File: config.mk
export PLATFORM = sky130hd
export DESIGN_NAME = fsp_flash_self_prog
export DESIGN_NICKNAME = d
export VERILOG_FILES = /design/src/logic/fsp_pkg.sv /design/src/logic/fsp_buf_if.sv /design/src/logic/fsp_page_buf.sv /design/src/logic/fsp_flash_self_prog.sv
export SDC_FILE = /design/constraint.sdc
export NUM_CORES = 1
export LEC_CHECK = 0
export BUFFER_PORTS_ARGS = -buffer_cell sky130_fd_sc_hd__buf_2
export CORE_ASPECT_RATIO = 1.75
export CORE_MARGIN = 5
export CORE_UTILIZATION = 55
export CTS_CLUSTER_DIAMETER = 60
export DETAILED_ROUTE_END_ITERATION = 12
export GPL_ROUTABILITY_DRIVEN = 0
export PLACE_DENSITY = 0.84
export SLEW_MARGIN = 30
export SYNTH_ARGS = -nofsm -noshare
export SYNTH_HDL_FRONTEND = slang
export SYNTH_HIERARCHICAL = 1
export SYNTH_SLANG_ARGS = --single-unit
File: constraint.sdc
create_clock -name pclk -period 4.7 [get_ports pclk]
set_input_delay 0.94 -clock pclk [delete_from_list [all_inputs] [get_ports pclk]]
set_output_delay 0.94 -clock pclk [all_outputs]
set_load 0.005 [all_outputs]
File: src/logic/fsp_pkg.sv
// Constants, types and helpers for the flash self-programming sequencer.
package fsp_pkg;
   localparam int APB_AW = 8;
   localparam logic [7:0] OFF_CTRL = 8'h00;
   localparam logic [7:0] OFF_PTR = 8'h04;
   localparam logic [7:0] OFF_DATA = 8'h08;
   localparam logic [7:0] OFF_STORE = 8'h0c;
   localparam logic [7:0] OFF_CFG = 8'h10;
   localparam logic [7:0] OFF_BOOT = 8'h14;
   localparam int CTRL_EN = 0;
   localparam int CTRL_BUSY = 6;
   localparam int CFG_ENG_BUSY = 8;
   localparam int CFG_EE_BUSY = 9;
   localparam logic [5:0] CTRL_WMASK = 6'h17;
   localparam logic [5:0] CMD_LOAD = 6'h01;
   localparam logic [5:0] CMD_ERASE = 6'h03;
   localparam logic [5:0] CMD_WRITE = 6'h05;
   localparam logic [5:0] CMD_REEN = 6'h11;
   localparam int PC_W = 12;
   localparam int WORD_W = 5;
   localparam int PAGE_W = 7;
   localparam int PTR_W = 16;
   localparam int DATA_W = 16;
   localparam int PTR_WORD_LSB = 1;
   localparam int PTR_PAGE_LSB = 6;
   localparam logic [11:0] SAFE_SECT_START = 12'hc00;
   localparam logic [11:0] BOOT_START_128 = 12'hf80;
   localparam logic [11:0] BOOT_START_256 = 12'hf00;
   localparam logic [11:0] BOOT_START_512 = 12'he00;
   localparam logic [11:0] BOOT_START_1024 = 12'hc00;
   localparam logic [1:0] BOOT_SIZE_RST = 2'h0;
   localparam logic [2:0] SPM_WINDOW = 3'h4;
   localparam logic [15:0] ERASED_WORD = 16'hffff;
   localparam int CLK_NS = 40;
   localparam int RC_TICK_NS = 1000;
   localparam int PROG_MIN_US = 3700;
   localparam int PROG_MAX_US = 4500;
   localparam int RC_DIV_CYC = (RC_TICK_NS + CLK_NS - 1) / CLK_NS;
   localparam int PROG_TICKS =
      (PROG_MIN_US * 1000 + RC_TICK_NS - 1) / RC_TICK_NS;
   localparam int PROG_MAX_TICKS = PROG_MAX_US * 1000 / RC_TICK_NS;

   typedef enum logic [1:0] {
      FSP_ENG_IDLE = 2'b00,
      FSP_ENG_DRAIN = 2'b01,
      FSP_ENG_TIME = 2'b10
   } fsp_eng_e;

   typedef enum logic [1:0] {
      FSP_OP_NONE = 2'b00,
      FSP_OP_ERASE = 2'b01,
      FSP_OP_WRITE = 2'b10
   } fsp_op_e;

   function automatic logic [11:0] fsp_boot_start(input logic [1:0] sz);
      case (sz)
         2'b11: fsp_boot_start = BOOT_START_128;
         2'b10: fsp_boot_start = BOOT_START_256;
         2'b01: fsp_boot_start = BOOT_START_512;
         default: fsp_boot_start = BOOT_START_1024;
      endcase
   endfunction

   function automatic logic fsp_in_safe_sect(input logic [11:0] addr);
      fsp_in_safe_sect = (addr >= SAFE_SECT_START);
   endfunction

   function automatic logic [6:0] fsp_ptr_page(input logic [15:0] ptr);
      fsp_ptr_page = ptr[PTR_PAGE_LSB +: PAGE_W];
   endfunction

   function automatic logic [4:0] fsp_ptr_word(input logic [15:0] ptr);
      fsp_ptr_word = ptr[PTR_WORD_LSB +: WORD_W];
   endfunction
endpackage

File: src/logic/fsp_buf_if.sv
// Port bundle between the sequencer and its temporary page buffer.
`timescale 1ns/100ps
interface fsp_buf_if #(parameter int AW = 5, parameter int DW = 16);
   logic wr_en;
   logic [AW-1:0] wr_addr;
   logic [DW-1:0] wr_data;
   logic [AW-1:0] rd_addr;
   logic [DW-1:0] rd_data;
   modport ctrl (output wr_en, output wr_addr, output wr_data,
      output rd_addr, input rd_data);
   modport mem (input wr_en, input wr_addr, input wr_data,
      input rd_addr, output rd_data);
endinterface

File: src/logic/fsp_page_buf.sv
// Temporary page buffer memory with registered read data.
`timescale 1ns/100ps
module fsp_page_buf #(
   parameter int AW = 5,
   parameter int DW = 16
) (
   // Clock.
   input wire logic pclk,
   // Buffer access.
   fsp_buf_if.mem bus
);
   logic [DW-1:0] mem_ff [2**AW];

   always_ff @(posedge pclk) begin
      if (bus.wr_en) begin
         mem_ff[bus.wr_addr] <= bus.wr_data;
      end
      bus.rd_data <= mem_ff[bus.rd_addr];
   end
endmodule

File: src/logic/fsp_flash_self_prog.sv
// Flash self-programming sequencer with APB control registers.
`timescale 1ns/100ps
module fsp_flash_self_prog #(
   parameter int RC_DIV = fsp_pkg::RC_DIV_CYC,
   parameter int PROG_TICKS = fsp_pkg::PROG_TICKS
) (
   // Clock and resets.
   input wire logic pclk,
   input wire logic presetn,
   input wire logic por_n,
   // APB slave.
   input wire logic psel,
   input wire logic penable,
   input wire logic pwrite,
   input wire logic [fsp_pkg::APB_AW-1:0] paddr,
   input wire logic [31:0] pwdata,
   output logic [31:0] prdata,
   output logic pready,
   output logic pslverr,
   // Core status and instruction fetch.
   input wire logic sleep_deep,
   input wire logic eeprom_write_busy,
   input wire logic [fsp_pkg::PC_W-1:0] fetch_addr,
   output logic fetch_ok,
   output logic cpu_halt,
   // Flash array control.
   output logic flash_erase,
   output logic flash_write,
   output logic [fsp_pkg::PAGE_W-1:0] flash_page,
   output logic flash_word_we,
   output logic [fsp_pkg::PC_W-1:0] flash_word_addr,
   output logic [fsp_pkg::DATA_W-1:0] flash_word_data
);
   import fsp_pkg::*;

   localparam int TW = $clog2(PROG_TICKS);
   localparam int DW = $clog2(RC_DIV);
   localparam int TIME_CYC = PROG_TICKS * RC_DIV;

   fsp_buf_if #(.AW(WORD_W), .DW(DATA_W)) buf_bus ();

   fsp_page_buf #(.AW(WORD_W), .DW(DATA_W)) u_buf (
      .pclk(pclk),
      .bus(buf_bus)
   );

   // Engine state, kept alive through system reset.
   fsp_eng_e eng_st_ff, nxt_eng_st;
   fsp_op_e eng_op_ff, nxt_eng_op;
   logic [PAGE_W-1:0] eng_page_ff, nxt_eng_page;
   logic [WORD_W-1:0] eng_idx_ff, nxt_eng_idx;
   logic [WORD_W-1:0] eng_prev_ff, nxt_eng_prev;
   logic eng_v_ff, nxt_eng_v;
   logic [DW-1:0] div_ff, nxt_div;
   logic [TW-1:0] tick_cnt_ff, nxt_tick_cnt;
   logic done_ff, nxt_done;
   logic f_erase_ff, nxt_f_erase;
   logic f_write_ff, nxt_f_write;
   logic f_we_ff, nxt_f_we;
   logic [PC_W-1:0] f_addr_ff, nxt_f_addr;
   logic [DATA_W-1:0] f_data_ff, nxt_f_data;
   logic [31:0] time_cyc_ff;
   logic eng_busy;

   // Control state, cleared by system reset.
   logic [5:0] cmd_ff, nxt_cmd;
   logic [2:0] win_ff, nxt_win;
   logic rww_busy_ff, nxt_rww_busy;
   logic [2**WORD_W-1:0] loaded_ff, nxt_loaded;
   logic [PTR_W-1:0] ptr_ff, nxt_ptr;
   logic [DATA_W-1:0] data_ff, nxt_data;
   logic [1:0] boot_sz_ff, nxt_boot_sz;
   logic start_ff, nxt_start;
   fsp_op_e start_op_ff, nxt_start_op;
   logic [PAGE_W-1:0] start_page_ff, nxt_start_page;
   logic halt_ff, nxt_halt;
   logic fetch_ok_ff, nxt_fetch_ok;
   logic [31:0] prdata_ff, nxt_prdata;
   logic pready_ff;
   logic pslverr_ff, nxt_pslverr;
   logic setup, wr_acc, ctrl_wr_ok, store_hit;
   logic load_go, erase_go, write_go, reen_go;

   assign eng_busy = (eng_st_ff != FSP_ENG_IDLE);

   // Flash engine: drains the buffer on a write, then waits the programming time.
   always_comb begin
      nxt_eng_st = eng_st_ff;
      nxt_eng_op = eng_op_ff;
      nxt_eng_page = eng_page_ff;
      nxt_eng_idx = eng_idx_ff;
      nxt_eng_prev = eng_prev_ff;
      nxt_eng_v = 1'b0;
      nxt_div = div_ff;
      nxt_tick_cnt = tick_cnt_ff;
      nxt_done = 1'b0;
      nxt_f_erase = f_erase_ff;
      nxt_f_write = f_write_ff;
      nxt_f_we = 1'b0;
      nxt_f_addr = f_addr_ff;
      nxt_f_data = f_data_ff;
      case (eng_st_ff)
         FSP_ENG_IDLE: begin
            if (start_ff) begin
               nxt_eng_op = start_op_ff;
               nxt_eng_page = start_page_ff;
               nxt_eng_idx = '0;
               nxt_tick_cnt = '0;
               nxt_div = DW'(RC_DIV - 1);
               if (start_op_ff == FSP_OP_WRITE) begin
                  nxt_eng_st = FSP_ENG_DRAIN;
                  nxt_f_write = 1'b1;
               end else begin
                  nxt_eng_st = FSP_ENG_TIME;
                  nxt_f_erase = 1'b1;
               end
            end
         end
         FSP_ENG_DRAIN: begin
            nxt_eng_idx = eng_idx_ff + 1'b1;
            nxt_eng_prev = eng_idx_ff;
            nxt_eng_v = 1'b1;
            if (eng_v_ff) begin
               nxt_f_we = 1'b1;
               nxt_f_addr = {eng_page_ff, eng_prev_ff};
               nxt_f_data = loaded_ff[eng_prev_ff] ?
                  buf_bus.rd_data : ERASED_WORD;
               if (eng_prev_ff == '1) begin
                  nxt_eng_st = FSP_ENG_TIME;
                  nxt_eng_v = 1'b0;
                  nxt_div = DW'(RC_DIV - 1);
               end
            end
         end
         FSP_ENG_TIME: begin
            if (div_ff == '0) begin
               nxt_div = DW'(RC_DIV - 1);
               if (tick_cnt_ff == TW'(PROG_TICKS - 1)) begin
                  nxt_eng_st = FSP_ENG_IDLE;
                  nxt_done = 1'b1;
                  nxt_f_erase = 1'b0;
                  nxt_f_write = 1'b0;
               end else begin
                  nxt_tick_cnt = tick_cnt_ff + 1'b1;
               end
            end else begin
               nxt_div = div_ff - 1'b1;
            end
         end
         default: begin
            nxt_eng_st = FSP_ENG_IDLE;
         end
      endcase
   end

   // Only the supply reset stops a running operation.
   always_ff @(posedge pclk or negedge por_n) begin
      if (!por_n) begin
         eng_st_ff <= FSP_ENG_IDLE;
         eng_op_ff <= FSP_OP_NONE;
         eng_page_ff <= '0;
         eng_idx_ff <= '0;
         eng_prev_ff <= '0;
         eng_v_ff <= 1'b0;
         div_ff <= '0;
         tick_cnt_ff <= '0;
         done_ff <= 1'b0;
         f_erase_ff <= 1'b0;
         f_write_ff <= 1'b0;
         f_we_ff <= 1'b0;
         f_addr_ff <= '0;
         f_data_ff <= '0;
         time_cyc_ff <= '0;
      end else begin
         eng_st_ff <= nxt_eng_st;
         eng_op_ff <= nxt_eng_op;
         eng_page_ff <= nxt_eng_page;
         eng_idx_ff <= nxt_eng_idx;
         eng_prev_ff <= nxt_eng_prev;
         eng_v_ff <= nxt_eng_v;
         div_ff <= nxt_div;
         tick_cnt_ff <= nxt_tick_cnt;
         done_ff <= nxt_done;
         f_erase_ff <= nxt_f_erase;
         f_write_ff <= nxt_f_write;
         f_we_ff <= nxt_f_we;
         f_addr_ff <= nxt_f_addr;
         f_data_ff <= nxt_f_data;
         time_cyc_ff <= (eng_st_ff == FSP_ENG_TIME) ? time_cyc_ff + 1 : '0;
      end
   end

   // Command decode and APB register access.
   assign setup = psel && !penable;
   assign wr_acc = psel && penable && pwrite;
   assign ctrl_wr_ok = wr_acc && (paddr == OFF_CTRL) && !sleep_deep
      && !eeprom_write_busy && !cmd_ff[CTRL_EN] && !eng_busy;
   assign store_hit = wr_acc && (paddr == OFF_STORE) && cmd_ff[CTRL_EN]
      && (win_ff != '0);
   assign load_go = store_hit && (cmd_ff == CMD_LOAD);
   assign erase_go = store_hit && (cmd_ff == CMD_ERASE);
   assign write_go = store_hit && (cmd_ff == CMD_WRITE);
   assign reen_go = store_hit && (cmd_ff == CMD_REEN);

   assign buf_bus.wr_en = load_go
      && !loaded_ff[fsp_ptr_word(ptr_ff)];
   assign buf_bus.wr_addr = fsp_ptr_word(ptr_ff);
   assign buf_bus.wr_data = data_ff;
   assign buf_bus.rd_addr = eng_idx_ff;

   always_comb begin
      nxt_cmd = cmd_ff;
      nxt_win = (win_ff != '0) ? win_ff - 1'b1 : win_ff;
      nxt_loaded = loaded_ff;
      nxt_ptr = ptr_ff;
      nxt_data = data_ff;
      nxt_boot_sz = boot_sz_ff;
      nxt_start = 1'b0;
      nxt_start_op = start_op_ff;
      nxt_start_page = start_page_ff;
      nxt_halt = halt_ff;
      nxt_prdata = prdata_ff;
      nxt_pslverr = pslverr_ff;
      if (ctrl_wr_ok) begin
         nxt_cmd = pwdata[5:0] & CTRL_WMASK;
         nxt_win = pwdata[CTRL_EN] ? SPM_WINDOW : 3'h0;
      end
      if (wr_acc && (paddr == OFF_PTR)) begin
         nxt_ptr = pwdata[PTR_W-1:0];
      end
      if (wr_acc && (paddr == OFF_DATA)) begin
         nxt_data = pwdata[DATA_W-1:0];
      end
      if (wr_acc && (paddr == OFF_CFG)) begin
         nxt_boot_sz = pwdata[1:0];
      end
      if (win_ff == 3'h1 && !store_hit && !ctrl_wr_ok) begin
         nxt_cmd = '0;
      end
      if (load_go || reen_go || (store_hit && !erase_go && !write_go)) begin
         nxt_cmd = '0;
         nxt_win = '0;
      end
      if (erase_go || write_go) begin
         nxt_win = '0;
         nxt_start = 1'b1;
         nxt_start_op = erase_go ? FSP_OP_ERASE : FSP_OP_WRITE;
         nxt_start_page = fsp_ptr_page(ptr_ff);
         nxt_halt = fsp_in_safe_sect({fsp_ptr_page(ptr_ff), 5'h00});
      end
      if (done_ff) begin
         nxt_cmd = '0;
         nxt_halt = 1'b0;
      end
      if (reen_go || (done_ff && eng_op_ff == FSP_OP_WRITE)) begin
         nxt_loaded = '0;
      end
      if (buf_bus.wr_en) begin
         nxt_loaded[fsp_ptr_word(ptr_ff)] = 1'b1;
      end
      if (setup) begin
         nxt_pslverr = 1'b0;
         nxt_prdata = '0;
         case (paddr)
            OFF_CTRL: begin
               nxt_prdata[5:0] = cmd_ff;
               nxt_prdata[CTRL_BUSY] = rww_busy_ff;
            end
            OFF_PTR: nxt_prdata[PTR_W-1:0] = ptr_ff;
            OFF_DATA: nxt_prdata[DATA_W-1:0] = data_ff;
            OFF_STORE: nxt_prdata = '0;
            OFF_CFG: begin
               nxt_prdata[1:0] = boot_sz_ff;
               nxt_prdata[CFG_ENG_BUSY] = eng_busy;
               nxt_prdata[CFG_EE_BUSY] = eeprom_write_busy;
            end
            OFF_BOOT: begin
               nxt_prdata[PC_W-1:0] = fsp_boot_start(boot_sz_ff);
            end
            default: nxt_pslverr = 1'b1;
         endcase
      end
   end

   // Busy holds until re-enable; a new operation wins over a clear.
   assign nxt_rww_busy = (rww_busy_ff && !reen_go) || erase_go
      || write_go;
   // A system reset clears busy, so a running engine still blocks fetch.
   assign nxt_fetch_ok = fsp_in_safe_sect(fetch_addr)
      || (!rww_busy_ff && !eng_busy);

   always_ff @(posedge pclk or negedge presetn) begin
      if (!presetn) begin
         cmd_ff <= '0;
         win_ff <= '0;
         rww_busy_ff <= 1'b0;
         loaded_ff <= '0;
         ptr_ff <= '0;
         data_ff <= '0;
         boot_sz_ff <= BOOT_SIZE_RST;
         start_ff <= 1'b0;
         start_op_ff <= FSP_OP_NONE;
         start_page_ff <= '0;
         halt_ff <= 1'b0;
         fetch_ok_ff <= 1'b1;
         prdata_ff <= '0;
         pready_ff <= 1'b0;
         pslverr_ff <= 1'b0;
      end else begin
         cmd_ff <= nxt_cmd;
         win_ff <= nxt_win;
         rww_busy_ff <= nxt_rww_busy;
         loaded_ff <= nxt_loaded;
         ptr_ff <= nxt_ptr;
         data_ff <= nxt_data;
         boot_sz_ff <= nxt_boot_sz;
         start_ff <= nxt_start;
         start_op_ff <= nxt_start_op;
         start_page_ff <= nxt_start_page;
         halt_ff <= nxt_halt;
         fetch_ok_ff <= nxt_fetch_ok;
         prdata_ff <= nxt_prdata;
         pready_ff <= 1'b1;
         pslverr_ff <= nxt_pslverr;
      end
   end

   assign prdata = prdata_ff;
   assign pready = pready_ff;
   assign pslverr = pslverr_ff;
   assign fetch_ok = fetch_ok_ff;
   assign cpu_halt = halt_ff;
   assign flash_erase = f_erase_ff;
   assign flash_write = f_write_ff;
   assign flash_page = eng_page_ff;
   assign flash_word_we = f_we_ff;
   assign flash_word_addr = f_addr_ff;
   assign flash_word_data = f_data_ff;

   prog_time_a: assert property (
      @(posedge pclk) disable iff (!por_n)
      (eng_st_ff == FSP_ENG_TIME && nxt_eng_st == FSP_ENG_IDLE)
      |-> time_cyc_ff == TIME_CYC - 1)
      else $error("programming time differs from the tick count");

   win_drop_a: assert property (
      @(posedge pclk) disable iff (!presetn)
      (win_ff == 3'h1 && !store_hit && !ctrl_wr_ok && !done_ff)
      |=> cmd_ff == '0)
      else $error("command survived a missed store window");

   rww_hold_a: assert property (
      @(posedge pclk) disable iff (!presetn)
      $fell(rww_busy_ff) |-> $past(reen_go))
      else $error("rww busy cleared without re-enable");

   fetch_block_a: assert property (
      @(posedge pclk) disable iff (!presetn)
      ((rww_busy_ff || eng_busy) && !fsp_in_safe_sect(fetch_addr))
      |=> !fetch_ok_ff)
      else $error("rww fetch allowed while busy");

   load_once_a: assert property (
      @(posedge pclk) disable iff (!presetn)
      buf_bus.wr_en |=> loaded_ff[$past(buf_bus.wr_addr)]
      ##1 !buf_bus.wr_en || buf_bus.wr_addr != $past(buf_bus.wr_addr, 2)
      || !loaded_ff[buf_bus.wr_addr] || reen_go)
      else $error("buffer word loaded twice");

   sleep_block_a: assert property (
      @(posedge pclk) disable iff (!presetn)
      (sleep_deep && wr_acc && paddr == OFF_CTRL && cmd_ff == '0)
      |=> cmd_ff == '0)
      else $error("control write accepted in deep sleep");

   page_map_a: assert property (
      @(posedge pclk) disable iff (!presetn)
      (erase_go || write_go) |=> start_ff
      && start_page_ff == $past(ptr_ff[12:6]))
      else $error("page number not taken from pointer");

   cmd_hold_a: assert property (
      @(posedge pclk) disable iff (!presetn)
      (start_ff ##1 eng_busy [*3]) |-> cmd_ff[CTRL_EN])
      else $error("enable bit cleared during operation");

   ee_block_a: assert property (
      @(posedge pclk) disable iff (!presetn)
      (eeprom_write_busy && wr_acc && paddr == OFF_CTRL && win_ff == '0
      && cmd_ff == '0) |=> win_ff == '0)
      else $error("control write accepted during eeprom write");
endmodule

### After elaboration in Yosys (flattened, before gate mapping)

Memories as Yosys holds them, arrays and structs flattened. A register that Yosys moved wholly into a read port is not among the register bits.
Index checks and enable logic that the tools add are counted.

* register bits after elaboration: 177
* bits in writable memories: 512
* memories: 1

* reduce and logical (&&, ||, !) cells: 66
* muxes and demuxes: 66
* $lt $le $gt $ge: 5
* $add $sub $neg: 4
* bitwise operators: 1
* equality and inequality tests: 27

Memory list
* u_buf.mem_ff: depth 32, width 16, read ports 1, clocked after Yosys merged registers in 1, write ports 1, line fsp_page_buf.sv:12 `logic [DW-1:0] mem_ff [2**AW];`

Operator list (number)
* $mux W32: 2
* $mux W12: 3
* $or A32 B32 Y32: 1
* $pmux W10 S3: 1
* $logic_and A1 B1 Y1: 27
* $mux W5: 5
* $ge A12 B12 Y1 const B: 2
* $mux W6: 4
* $pmux W12 S2: 1
* $mux W1: 23
* $pmux W5 S4: 1
* $eq A8 B4 Y1 const B: 2
* $eq A8 B5 Y1 const B: 2
* $mux W16: 1
* $ne A2 B2 Y1 const B: 8
* $mux W3: 5
* $pmux W5 S3: 1
* $reduce_and A5 Y1: 3
* $mux W2: 7
* $add A12 B1 Y12 const B: 1
* $eq A12 B12 Y1 const B: 1
* $logic_not A1 Y1: 12
* $lt A5 B6 Y1 const B: 2
* $pmux W2 S3: 2
* other kinds (31): 52

### Logic depth before layout (Yosys ltp)

Gate-level depths: netlist of run 1.

* depth in word-level cells: 12
* mapped depth: 10
* gate-level depth less buffers: 9

### Modules after synthesis

The synthesis of run 1 kept the hierarchy.

By module, submodules not included
* fsp_page_buf: area each 20534.7 um^2, times used 1, seq. area each 15695.1 um^2, cells each 1143
* fsp_flash_self_prog: area each 8239.2 um^2, times used 1, seq. area each 4380.5 um^2, cells each 751

### Least setup slack after synthesis of run 1

Ideal clock, no wire load.

* path type: input to register
* from: in paddr[1] (netlist bit)
* to: mem u_buf.mem_ff[28][0] (enable)
* setup slack: 0.979 ns
* cell stages on the path: 8
* path buffers: 1
* setup time: 0.388 ns
* arrival time: 3.333 ns
* path through: nor3_1 -> and3b_1 -> nand4_1 -> a21oi_1 -> and3_1 -> or3b_2 -> clkbuf_1 -> nor2_1

* cells in the longest elaborated chain, start to end: 8

Ends and longest elaborated chain
* start, declared: line fsp_flash_self_prog.sv:15 `input wire logic [fsp_pkg::APB_AW-1:0] paddr,`
* $eq A8 B4 Y1: line fsp_flash_self_prog.sv:198 `assign store_hit = wr_acc && (paddr == OFF_STORE) && cmd_ff[CTRL_EN]`
* $logic_and A1 B1 Y1 (2 in a row): line fsp_flash_self_prog.sv:198
* $logic_and A1 B1 Y1: line fsp_flash_self_prog.sv:199 `&& (win_ff != '0);`
* $logic_and A1 B1 Y1: line fsp_flash_self_prog.sv:200 `assign load_go = store_hit && (cmd_ff == CMD_LOAD);`
* $logic_and A1 B1 Y1: line fsp_flash_self_prog.sv:206 `&& !loaded_ff[fsp_ptr_word(ptr_ff)];`
* named net buf_bus.wr_en: line fsp_buf_if.sv:4 `logic wr_en;`
* $mux W1: line fsp_page_buf.sv:15 `if (bus.wr_en) begin`
* $mux W1 (not written as such): line fsp_page_buf.sv:16 `mem_ff[bus.wr_addr] <= bus.wr_data;`
* end, declared: line fsp_page_buf.sv:12

The timed path passes the listed nets, and every way through them passes these cells.

### Worst setup path in the final report of run 1

* from: reg ptr_ff[2]
* to: mem u_buf.mem_ff[0][0] (enable)

* cells in the longest elaborated chain, start to end: 6

Ends and longest elaborated chain
* start, declared: line fsp_flash_self_prog.sv:70 `logic [PTR_W-1:0] ptr_ff, nxt_ptr;`
* start signal, assigned: line fsp_flash_self_prog.sv:314 `ptr_ff <= nxt_ptr;`
* $bmux W1 S5: line fsp_flash_self_prog.sv:206
* $mux W1 (not written as such): line fsp_flash_self_prog.sv:206
* $logic_not A1 Y1: line fsp_flash_self_prog.sv:206
* $logic_and A1 B1 Y1: line fsp_flash_self_prog.sv:206
* named net buf_bus.wr_en: line fsp_buf_if.sv:4
* $mux W1: line fsp_page_buf.sv:15
* $mux W1 (not written as such): line fsp_page_buf.sv:16

The timed path passes the listed nets, and every way through them passes these cells. The select of a mux whose other input is x is not followed.

==> metrics, run 1 <==
status completed; CTS clock-pin slew for the worst setup and hold paths around 0.070 ns; CTS root buffer clkbuf_16; Distinct cells, synth 67; maximum vdd drop roughly 0.34 mV; post-CTS setup buffers 0; Yosys Warn Count 6; Startpoint Class register; clk sinks around 700; Crit Path Class reg -> reg; static leakage 11.9 nW; DRC Markers 0; total global routing overflow 0; starting DRC count in detailed routing around 1700; crit path buf inv count 1; Yosys reg bits around 700; smallest hold slack about 0.36 ns; TritonRoute pass-1 iters 5; Hold Buf Count CTS 0; share of post-route cells with drive strength above 1 about 16%; Top Ports ~130; post-synthesis average cell area 15.2 µm²; CP Data Arrival Time between 4 and 5 ns; Post-synth ARST share 24.9%; Core Rows between 100 and 150; slowest cell on the critical path dfrtp_1; most frequent cells in the layout 512 x edfxtp_1, 271 x mux2i_1, 169 x dfrtp_1; Max-Cap Viols 0; Worst path top cell family by delay simple AND/OR/NAND/NOR gates; Setup Total Neg Slack 0 ns; fin worst setup slack roughly 0.94 ns; Synth Instances around 1900; antenna violations before repair 0; CORE AREA between 50000 and 60000 µm²; slowest stage delay, CP between 0.9 and 1 ns; # port buffers 91; clock skew roughly 0.019 ns; RSZ-0062 raised after global routing no; post-layout min period between 3 and 4 ns; number of enable flip-flop cells after synthesis 512; Via density around 6.2; vias in the first global route between 15000 and 20000; Max transition margin 32.7%; Antenna Nets Post-Route 0; post-placement setup slack roughly 0.78 ns; routed vias ~17000; worst slew pin tran slightly above 1 ns; Chip Width about 180 µm; CTS buffer count between 50 and 60; CP cell instances mux4_2, a21boi_1, nand4_1, a21oi_1, and3_1, or3b_2, nor2_1, buf_4; final net count between 2000 and 2500; PostCTS Resize Cnt 0; ANT cells 0; Crit. End Element register; crit share post-route ~80%; Die Y 313 µm; HP Class in -> async; Clock Latency Late Sink about 0.60 ns; final wirelength roughly 66000 µm; post-DP HPWL 43500 µm; ys flop type edfxtp_1; Die Area 57200 µm²; PD cells around 360 nW/µm²; first-pass GRT wire length around 100000 µm; post-synthesis sequential area ratio between 60% and 70%; final hold vios 0; mapped cell area roughly 29000 µm²; commonest non-fill, non-tap cell in the layout edfxtp_1; CTS max path bufs 3; max-slew violation count 0; WL per Instance 24.3 µm; Setup violations, final 0; Initial Util approximately 55%; GRT Overall Usage a little under a quarter; Crit Path Max Fanout 24; pin count of the biggest net entering global routing roughly 130; H-tree Lvls 2; CTS tree done; Layout area overhead 9.92%; Peak Freq 266 MHz; Worst Path Required slightly below 5 ns
## state kept, by name, indices dropped and copies added, names as in the netlist, 16 cells and up
name,flops
u_buf/bus.rd_data,16
loaded_ff,32
u_buf/mem_ff,512
buf_bus.wr_data,16
ptr_ff,16
flash_word_data,16
prdata,16
## worst paths after layout
check | end | cells past startpoint | slack (ns) | startpoint
max in group asynchronous | buf_bus.wr_data[7] | 2 | 3.47 | presetn
worst min-delay path | start_page_ff[3] | 1 | 0.36 | presetn
worst min register to register | flash_word_data[14] | 1 | 0.45 | u_buf/bus.rd_data[14]
min in group pclk | flash_word_data[14] | 1 | 0.45 | u_buf/bus.rd_data[14]
worst max register to register | u_buf/mem_ff[0][0] | 8 | 0.94 | ptr_ff[2]
worst max-delay path | u_buf/mem_ff[0][0] | 8 | 0.94 | ptr_ff[2]
## cell families after synthesis
family | Yosys count | share of synthesized area (%)
buffers and inverters | 141 | 3.14
AOI/OAI and AO/OA | 294 | 7.27
DFF | 703 | 69.8
adders and majority gates | 6 | 0.261
muxes | 332 | 12.5
and+or+nand+nor | 409 | 6.82
xor gates and xnor gates | 7 | 0.213
other | 2 | 0.0261
## layer usage
layer  track usage [%]  wire length (µm)  share of wire [%]  up-vias
met5                 0                 0                  0        -
met4              13.7              4660                7.0        0
met3              2.77              3810                5.8      176
met2              41.2             34900                 53      770
met1              26.0             22800                 34     8374
li1                  -                 -                  -     7414
## cell type report
cell class	instances	area [µm²]
Clock buffer	74	1560
Fill cell	3661	20500
Multi-Input combinational cell	1065	7880
Timing Repair Buffer	155	973
Sequential cell	703	20100
Clock inverter	30	221
Inverter	15	56.3
Tap cell	678	848
## power by group
part / total (mW) / switching [mW] / internal [mW]
Sequential: 6.65 / 0.0290 / 6.62
Combinational: 0.185 / 0.125 / 0.0598
Clock: 4.57 / 2.12 / 2.46
Total: 11.4 / 2.27 / 9.14
## metrics by stage
step / util [%] / instance area [µm²] / std cells / total power, mW
final: 60.7 / 31600 / 2720 / 11.4
after global routing: 60.7 / 31600 / 2720 / 11.8
after floorplan: - / 28800 / 1909 / 6.88
after global placement: 57.3 / 29800 / 2616 / 6.95
after CTS: 60.7 / 31600 / 2720 / 11.5
after detailed placement: 57.3 / 29800 / 2616 / 6.97
## synthesized netlist by cell type (17+ instances only)
cell / n / share of area, %
a21oi_1: 58 / 1.0
a22o_1: 52 / 1.6
a22oi_1: 71 / 1.9
a31oi_1: 20 / 0.43
buf_2: 26 / 0.45
buf_4: 35 / 0.91
clkbuf_1: 44 / 0.57
dfrtp_1: 174 / 15
edfxtp_1: 512 / 53
mux2_2: 46 / 1.8
mux2i_1: 271 / 9.4
nand2_1: 155 / 2.0
nand3_1: 50 / 0.87
nand4_1: 27 / 0.59
nor2_1: 72 / 0.94
nor3_1: 30 / 0.52
o21ai_0: 39 / 0.68
o2bb2ai_1: 17 / 0.52
No activity file was read; power rests on OpenSTA's default activity.
==> run 2, diff against run 1 <==
- PLACE_DENSITY: 0.84 -> 0.86
- clock period: 4.7 -> 3.2 ns (I/O delays scaled with it)
==> run 2 against run 1 <==
Compared with the run above: clock skew up 0.0017 ns; final area up 3.1%; routed wire length rose by 6.0%; sequential power up 47%; critical endpoint is now u_buf/mem_ff[20][7]; die area stayed put; non-clock buffer count is 46 higher; flip-flop and latch count stayed put; fmax up 27%; setup slack got worse by 0.70 ns; combinational power grew 59%.
==> metrics, run 2 (synthesized netlist as in run 1, its figures left out) <==
Max-Cap Viols 0; first-pass GRT wire length between 100000 and 150000 µm; most frequent cells in the layout 512 x edfxtp_1, 271 x mux2i_1, 169 x dfrtp_1; multi-input logic area just under 8000 µm²; final instance area 32600 µm²; Crit. End Element register; PD cells 526 nW/µm²; Die Area between 50000 and 60000 µm²; CP cell instances inv_1, ha_1, nor2b_1, nor3_2, buf_4, nand4_1, a21oi_1, and3_1, or3b_4, nor2_2, buf_12; Layout area overhead 13.4%; crit share post-route between 90 and 100%; Clock Latency Late Sink about 0.6 ns; WL met3 4530 µm; WL per Instance 25.4 µm; Initial Util between 50% and 60%; total global routing overflow 0; Regs by FF count u_buf/mem_ff: 512 flops, loaded_ff: 32 flops; CTS tree done; slowest stage delay, CP 0.50 ns; Worst Path Required 3.50 ns; DRC Markers 0; final core utilization 62.6%; Crit Path Class reg -> reg; share of post-route cells with drive strength above 1 roughly a fifth; Hold Buf Count CTS 0; max-slew violation count 0; Antenna Nets Post-Route 0; vias in the first global route between 15000 and 20000; met2 wire length 37400 µm; final hold vios 0; Worst R2R Path Depth 11; HP Class in -> async; Die Y ~310 µm; Layout Cells excl Fill about 2800; GRT Overall Usage approximately 24%; met1 WL roughly 23000 µm; Setup violations, final 0; Fill cells approximately 3500; smallest hold slack 0.0475 ns; DR top layer met4; status completed; routed vias 17300; total design power between 15 and 20 mW; RSZ-0062 raised after global routing no; slowest cell on the critical path or3b_4; CTS max path bufs 3; worst slew pin tran 0.892 ns; CP Data Arrival Time about 3.3 ns; Core Rows 111; final net count 2108; CTS clock-pin slew for the worst setup and hold paths about 0.07 ns; clk sinks about 700; post-DP HPWL ~45000 µm; register area ~20000 µm²; # placed instances ~2700; final wirelength 70200 µm; Placed Area about 30000 µm²; starting DRC count in detailed routing 1449; commonest non-fill, non-tap cell in the layout edfxtp_1; most flop-heavy register u_buf/mem_ff; CORE AREA 52100 µm²; # port buffers 91; Via density around 6.2; TritonRoute pass-1 iters 5; CTS root buffer clkbuf_16; Startpoint Class register; Chip Width 183 µm; antenna violations before repair 0; H-tree Lvls 2; pin count of the biggest net entering global routing a little over 70; Top Ports about 130; clock skew 0.0206 ns; Peak Freq between 300 and 400 MHz; static leakage 12.3 nW; CTS buffer count 56; post-layout min period about 3.0 ns; maximum vdd drop 0.578 mV; Crit Path Max Fanout 16; max FFs per register 512; ANT cells 0; Max transition margin 40.5%
run 2: cell count changes in the layout (fill, tap and decap cells not counted), moves of 2 or more:
cell | previous run | this run
nor2_1 | 72 | 62
inv_6 | 1 | 3
clkinv_2 | 12 | 6
clkinvlp_2 | 0 | 4
clkinvlp_4 | 5 | 8
buf_12 | 2 | 41
clkinv_1 | 8 | 12
buf_4 | 62 | 70
clkbuf_1 | 11 | 4
nor2_2 | 0 | 10
clkbuf_8 | 5 | 2
bufinv_16 | 2 | 8
run 2: layout make-up:
| cell class | instances | share of cell area, % |
|---|---|---|
| tap | 678 | 2.60 |
| timing repair buffer | 201 | 5.53 |
| multi-input combinational | 1065 | 24.3 |
| clock buffer | 63 | 4.50 |
| inverter | 15 | 0.173 |
| sequential | 703 | 61.6 |
| clock inverter | 43 | 1.35 |
run 2: worst paths after layout:
| check | start | end | slack (ns) |
|---|---|---|---|
| max in group asynchronous | presetn | fetch_ok | 2.32 |
| hold / removal | por_n | flash_word_data[10] | 0.05 |
| setup / recovery | win_ff[0] | u_buf/mem_ff[20][7] | 0.24 |
| min in group pclk | fetch_addr[10] | fetch_ok | 0.28 |
| hold reg to reg | u_buf/bus.rd_data[11] | flash_word_data[11] | 0.44 |
| setup reg to reg | win_ff[0] | u_buf/mem_ff[20][7] | 0.24 |
run 2: repair_timing:
item,CTS,global route
resized for setup,0,4
setup endpoints to repair,0,256
buffers inserted,0,1
run 2: stage by stage:
stage	setup slack, ns	setup TNS [ns]
2_1_floorplan	-0.154	-19.02
3_3_place_gp	0.0313	0
3_5_place_dp	-0.0659	-5.25
4_1_cts	0.0314	0
5_1_grt	0.0491	0
6_report	0.237	0
run 2: layer usage:
metal  up-vias  GRT usage (%)
met3       247           3.13
li1       7528              -
met5         -              0
met4         0           15.6
met2       873           43.7
met1      8642           26.9
run 2: critical path: cells and delay by family, from the launching register on:
| family | cells | cell delay [ns] |
|---|---|---|
| simple gates | 6 | 1.43 |
| flops | 1 | 0.41 |
| compound gates | 1 | 0.17 |
| buf+inv | 3 | 0.44 |
| fa+ha+maj | 1 | 0.21 |
run 2: power breakdown:
part | total (mW) | switching [mW] | leakage, nW | internal, mW
logic | 0.294 | 0.199 | 3.41 | 0.0950
clock network | 7.11 | 3.15 | 0.900 | 3.96
registers | 9.77 | 0.0387 | 7.96 | 9.73
==> run 3, diff against run 2 <==
- BUFFER_PORTS_ARGS: -buffer_cell sky130_fd_sc_hd__buf_2 -> -buffer_cell sky130_fd_sc_hd__buf_4
==> run 3 against run 2 <==
Compared with the run above: global-route usage rose by 0.16 points; sequential power about the same; first-iteration DRC count increased by 11%; non-clock buffer count rose by 2; clock power down 3.8%; critical path depth is the same; hold slack got worse by 0.016 ns; critical endpoint is now u_buf/mem_ff[4][14]; largest cell class unchanged.
==> metrics, run 3 (synthesized netlist as in run 1, its figures left out) <==
Core Rows about 110; clk sinks between 700 and 800; Peak Freq 328 MHz; final wirelength between 70000 and 80000 µm; WL per Instance ~26 µm; slowest stage delay, CP around 0.50 ns; # port buffers 91; max FFs per register between 500 and 600; Crit Path Max Fanout 16; slowest cell on the critical path or3b_4; Max-Cap Viols 0; Initial Util approximately 55%; Crit. End Element register; CTS tree done; most frequent cells in the layout 512 x edfxtp_1, 271 x mux2i_1, 169 x dfrtp_1; Psw 3.36 mW; antenna violations before repair 0; Clock Latency Late Sink between 0.6 and 0.7 ns; static leakage approximately 12 nW; Comb power frac 1.8%; CP cell instances inv_1, ha_1, nor2b_1, nor3_2, buf_4, nand4_1, a21oi_1, and3_1, or3b_4, nor2_2, buf_12; crit share post-route between 90 and 100%; CP Data Arrival Time between 3 and 4 ns; total design power 16.9 mW; routed vias 17300; post-DP HPWL 46700 µm; final hold vios 0; internal power 13.6 mW; final net count about 2100; Hold Buf Count CTS 0; Via density ~6.3; Top Ports around 130; Die Area roughly 57000 µm²; HP Class in -> async; CTS buffer count 54; worst reg2reg path endpoint u_buf/mem_ff[4][14]; pin count of the biggest net entering global routing 91; RSZ-0062 raised after global routing no; first-pass GRT wire length 107000 µm; Max transition margin 39.6%; Setup violations, final 0; # placed instances 2664; most flop-heavy register u_buf/mem_ff; smallest hold slack 0.0310 ns; CORE AREA 52100 µm²; Chip Width 183 µm; ANT cells 0; Regs by FF count u_buf/mem_ff: 512 flops, loaded_ff: 32 flops; PD cells roughly 520 nW/µm²; clock skew between 0.02 and 0.03 ns; Layout Cells excl Fill 2766; Crit Path Class reg -> reg; CTS clock-pin slew for the worst setup and hold paths 0.07 ns; Clock Power Share about two fifths; maximum vdd drop between 0.6 and 0.7 mV; CTS max path bufs 3; status completed; FF-to-FF setup slack 0.15 ns; commonest non-fill, non-tap cell in the layout edfxtp_1; worst slew pin tran between 0.9 and 1 ns; Setup Total Neg Slack 0 ns; post-CTS setup buffers 0; launch point of the worst reg-to-reg path win_ff[0]; share of post-route cells with drive strength above 1 18.6%; starting DRC count in detailed routing 1607; post-layout min period approximately 3.0 ns; DRC Markers 0; total global routing overflow 0; Fill cells between 3000 and 4000; vias in the first global route between 15000 and 20000; max-slew violation count 0; Layout area overhead 13.5%; CTS root buffer clkbuf_16; Worst Path Required 3.50 ns; GRT Overall Usage between 20% and 30%; Antenna Nets Post-Route 0; switch share roughly a fifth; TritonRoute pass-1 iters 6; Die Y 313 µm; H-tree Lvls 2; Worst R2R Path Depth 11; Startpoint Class register; sequential power share 57.7%
-- run 3: changes by cell type in the layout (fill, tap and decap cells not counted), moves of 4 or more --
| cell | before | now |
|---|---|---|
| clkinv_1 | 12 | 1 |
| clkbuf_1 | 4 | 11 |
| buf_4 | 70 | 168 |
| inv_1 | 15 | 19 |
| clkinvlp_2 | 4 | 0 |
| buf_2 | 89 | 0 |
| buf_12 | 41 | 34 |
-- run 3: final cells by class --
type | count | area (µm²) | area share, %
multi-input combinational | 1065 | 7910 | 24.2
timing repair buffer | 203 | 1950 | 5.98
inverter | 15 | 56.3 | 0.172
clock inverter | 32 | 350 | 1.07
sequential | 703 | 20100 | 61.5
clock buffer | 70 | 1450 | 4.44
tap | 678 | 848 | 2.60
-- run 3: worst max path at each step --
stage / startpoint / to / slack, ns / cells past startpoint
3_5_place_dp: paddr[1] / u_buf/mem_ff[20][4] / -0.04 / 9
2_1_floorplan: ptr_ff[1] / u_buf/mem_ff[4][0] / -0.15 / 9
5_1_grt: win_ff[0] / u_buf/mem_ff[0][13] / 0.08 / 11
3_3_place_gp: paddr[1] / u_buf/mem_ff[12][8] / 0.0009 / 9
6_report: win_ff[0] / u_buf/mem_ff[4][14] / 0.15 / 11
4_1_cts: win_ff[0] / u_buf/mem_ff[4][4] / 0.14 / 11
-- run 3: metal layers --
metal,wire length (µm),up-vias,global-route usage [%]
met5,0,-,0
met4,5640,0,16.0
met3,4630,250,3.33
met2,37300,938,43.7
met1,23300,8626,27.1
li1,-,7526,-
-- run 3: power groups by stage --
stage | Sequential [mW] | Clock [mW] | Combinational [mW]
finish | 9.77 | 6.84 | 0.307
detailed placement | 9.96 | 0 | 0.303
CTS | 9.77 | 6.91 | 0.308
global placement | 9.96 | 0 | 0.280
global route | 9.76 | 7.30 | 0.343
floorplan | 9.95 | 0 | 0.154
-- run 3: worst max-delay path: cells and delay by family, from the launching register on --
kind	cells	cell delay (ns)
AOI/OAI and AO/OA	1	0.19
adders and majority gates	1	0.21
and+or+nand+nor	6	1.53
DFF	1	0.40
buffers and inverters	3	0.41
-- run 3: timing repair --
item | 4_1_cts | 5_1_grt
setup endpoints to repair | 70 | 71
pin swaps | 0 | 0
gates resized for setup | 1 | 1
hold endpoints to repair | 0 | 0
-- run 3: metrics by stage --
stage	utilization (%)	instance area [µm²]	setup WS (ns)
6_report	62.7	32700	0.150
5_1_grt	62.7	32700	0.0835
4_1_cts	62.7	32600	0.138
3_5_place_dp	59.2	30800	-0.0442
3_3_place_gp	59.2	30800	0.000903
2_1_floorplan	-	28900	-0.154
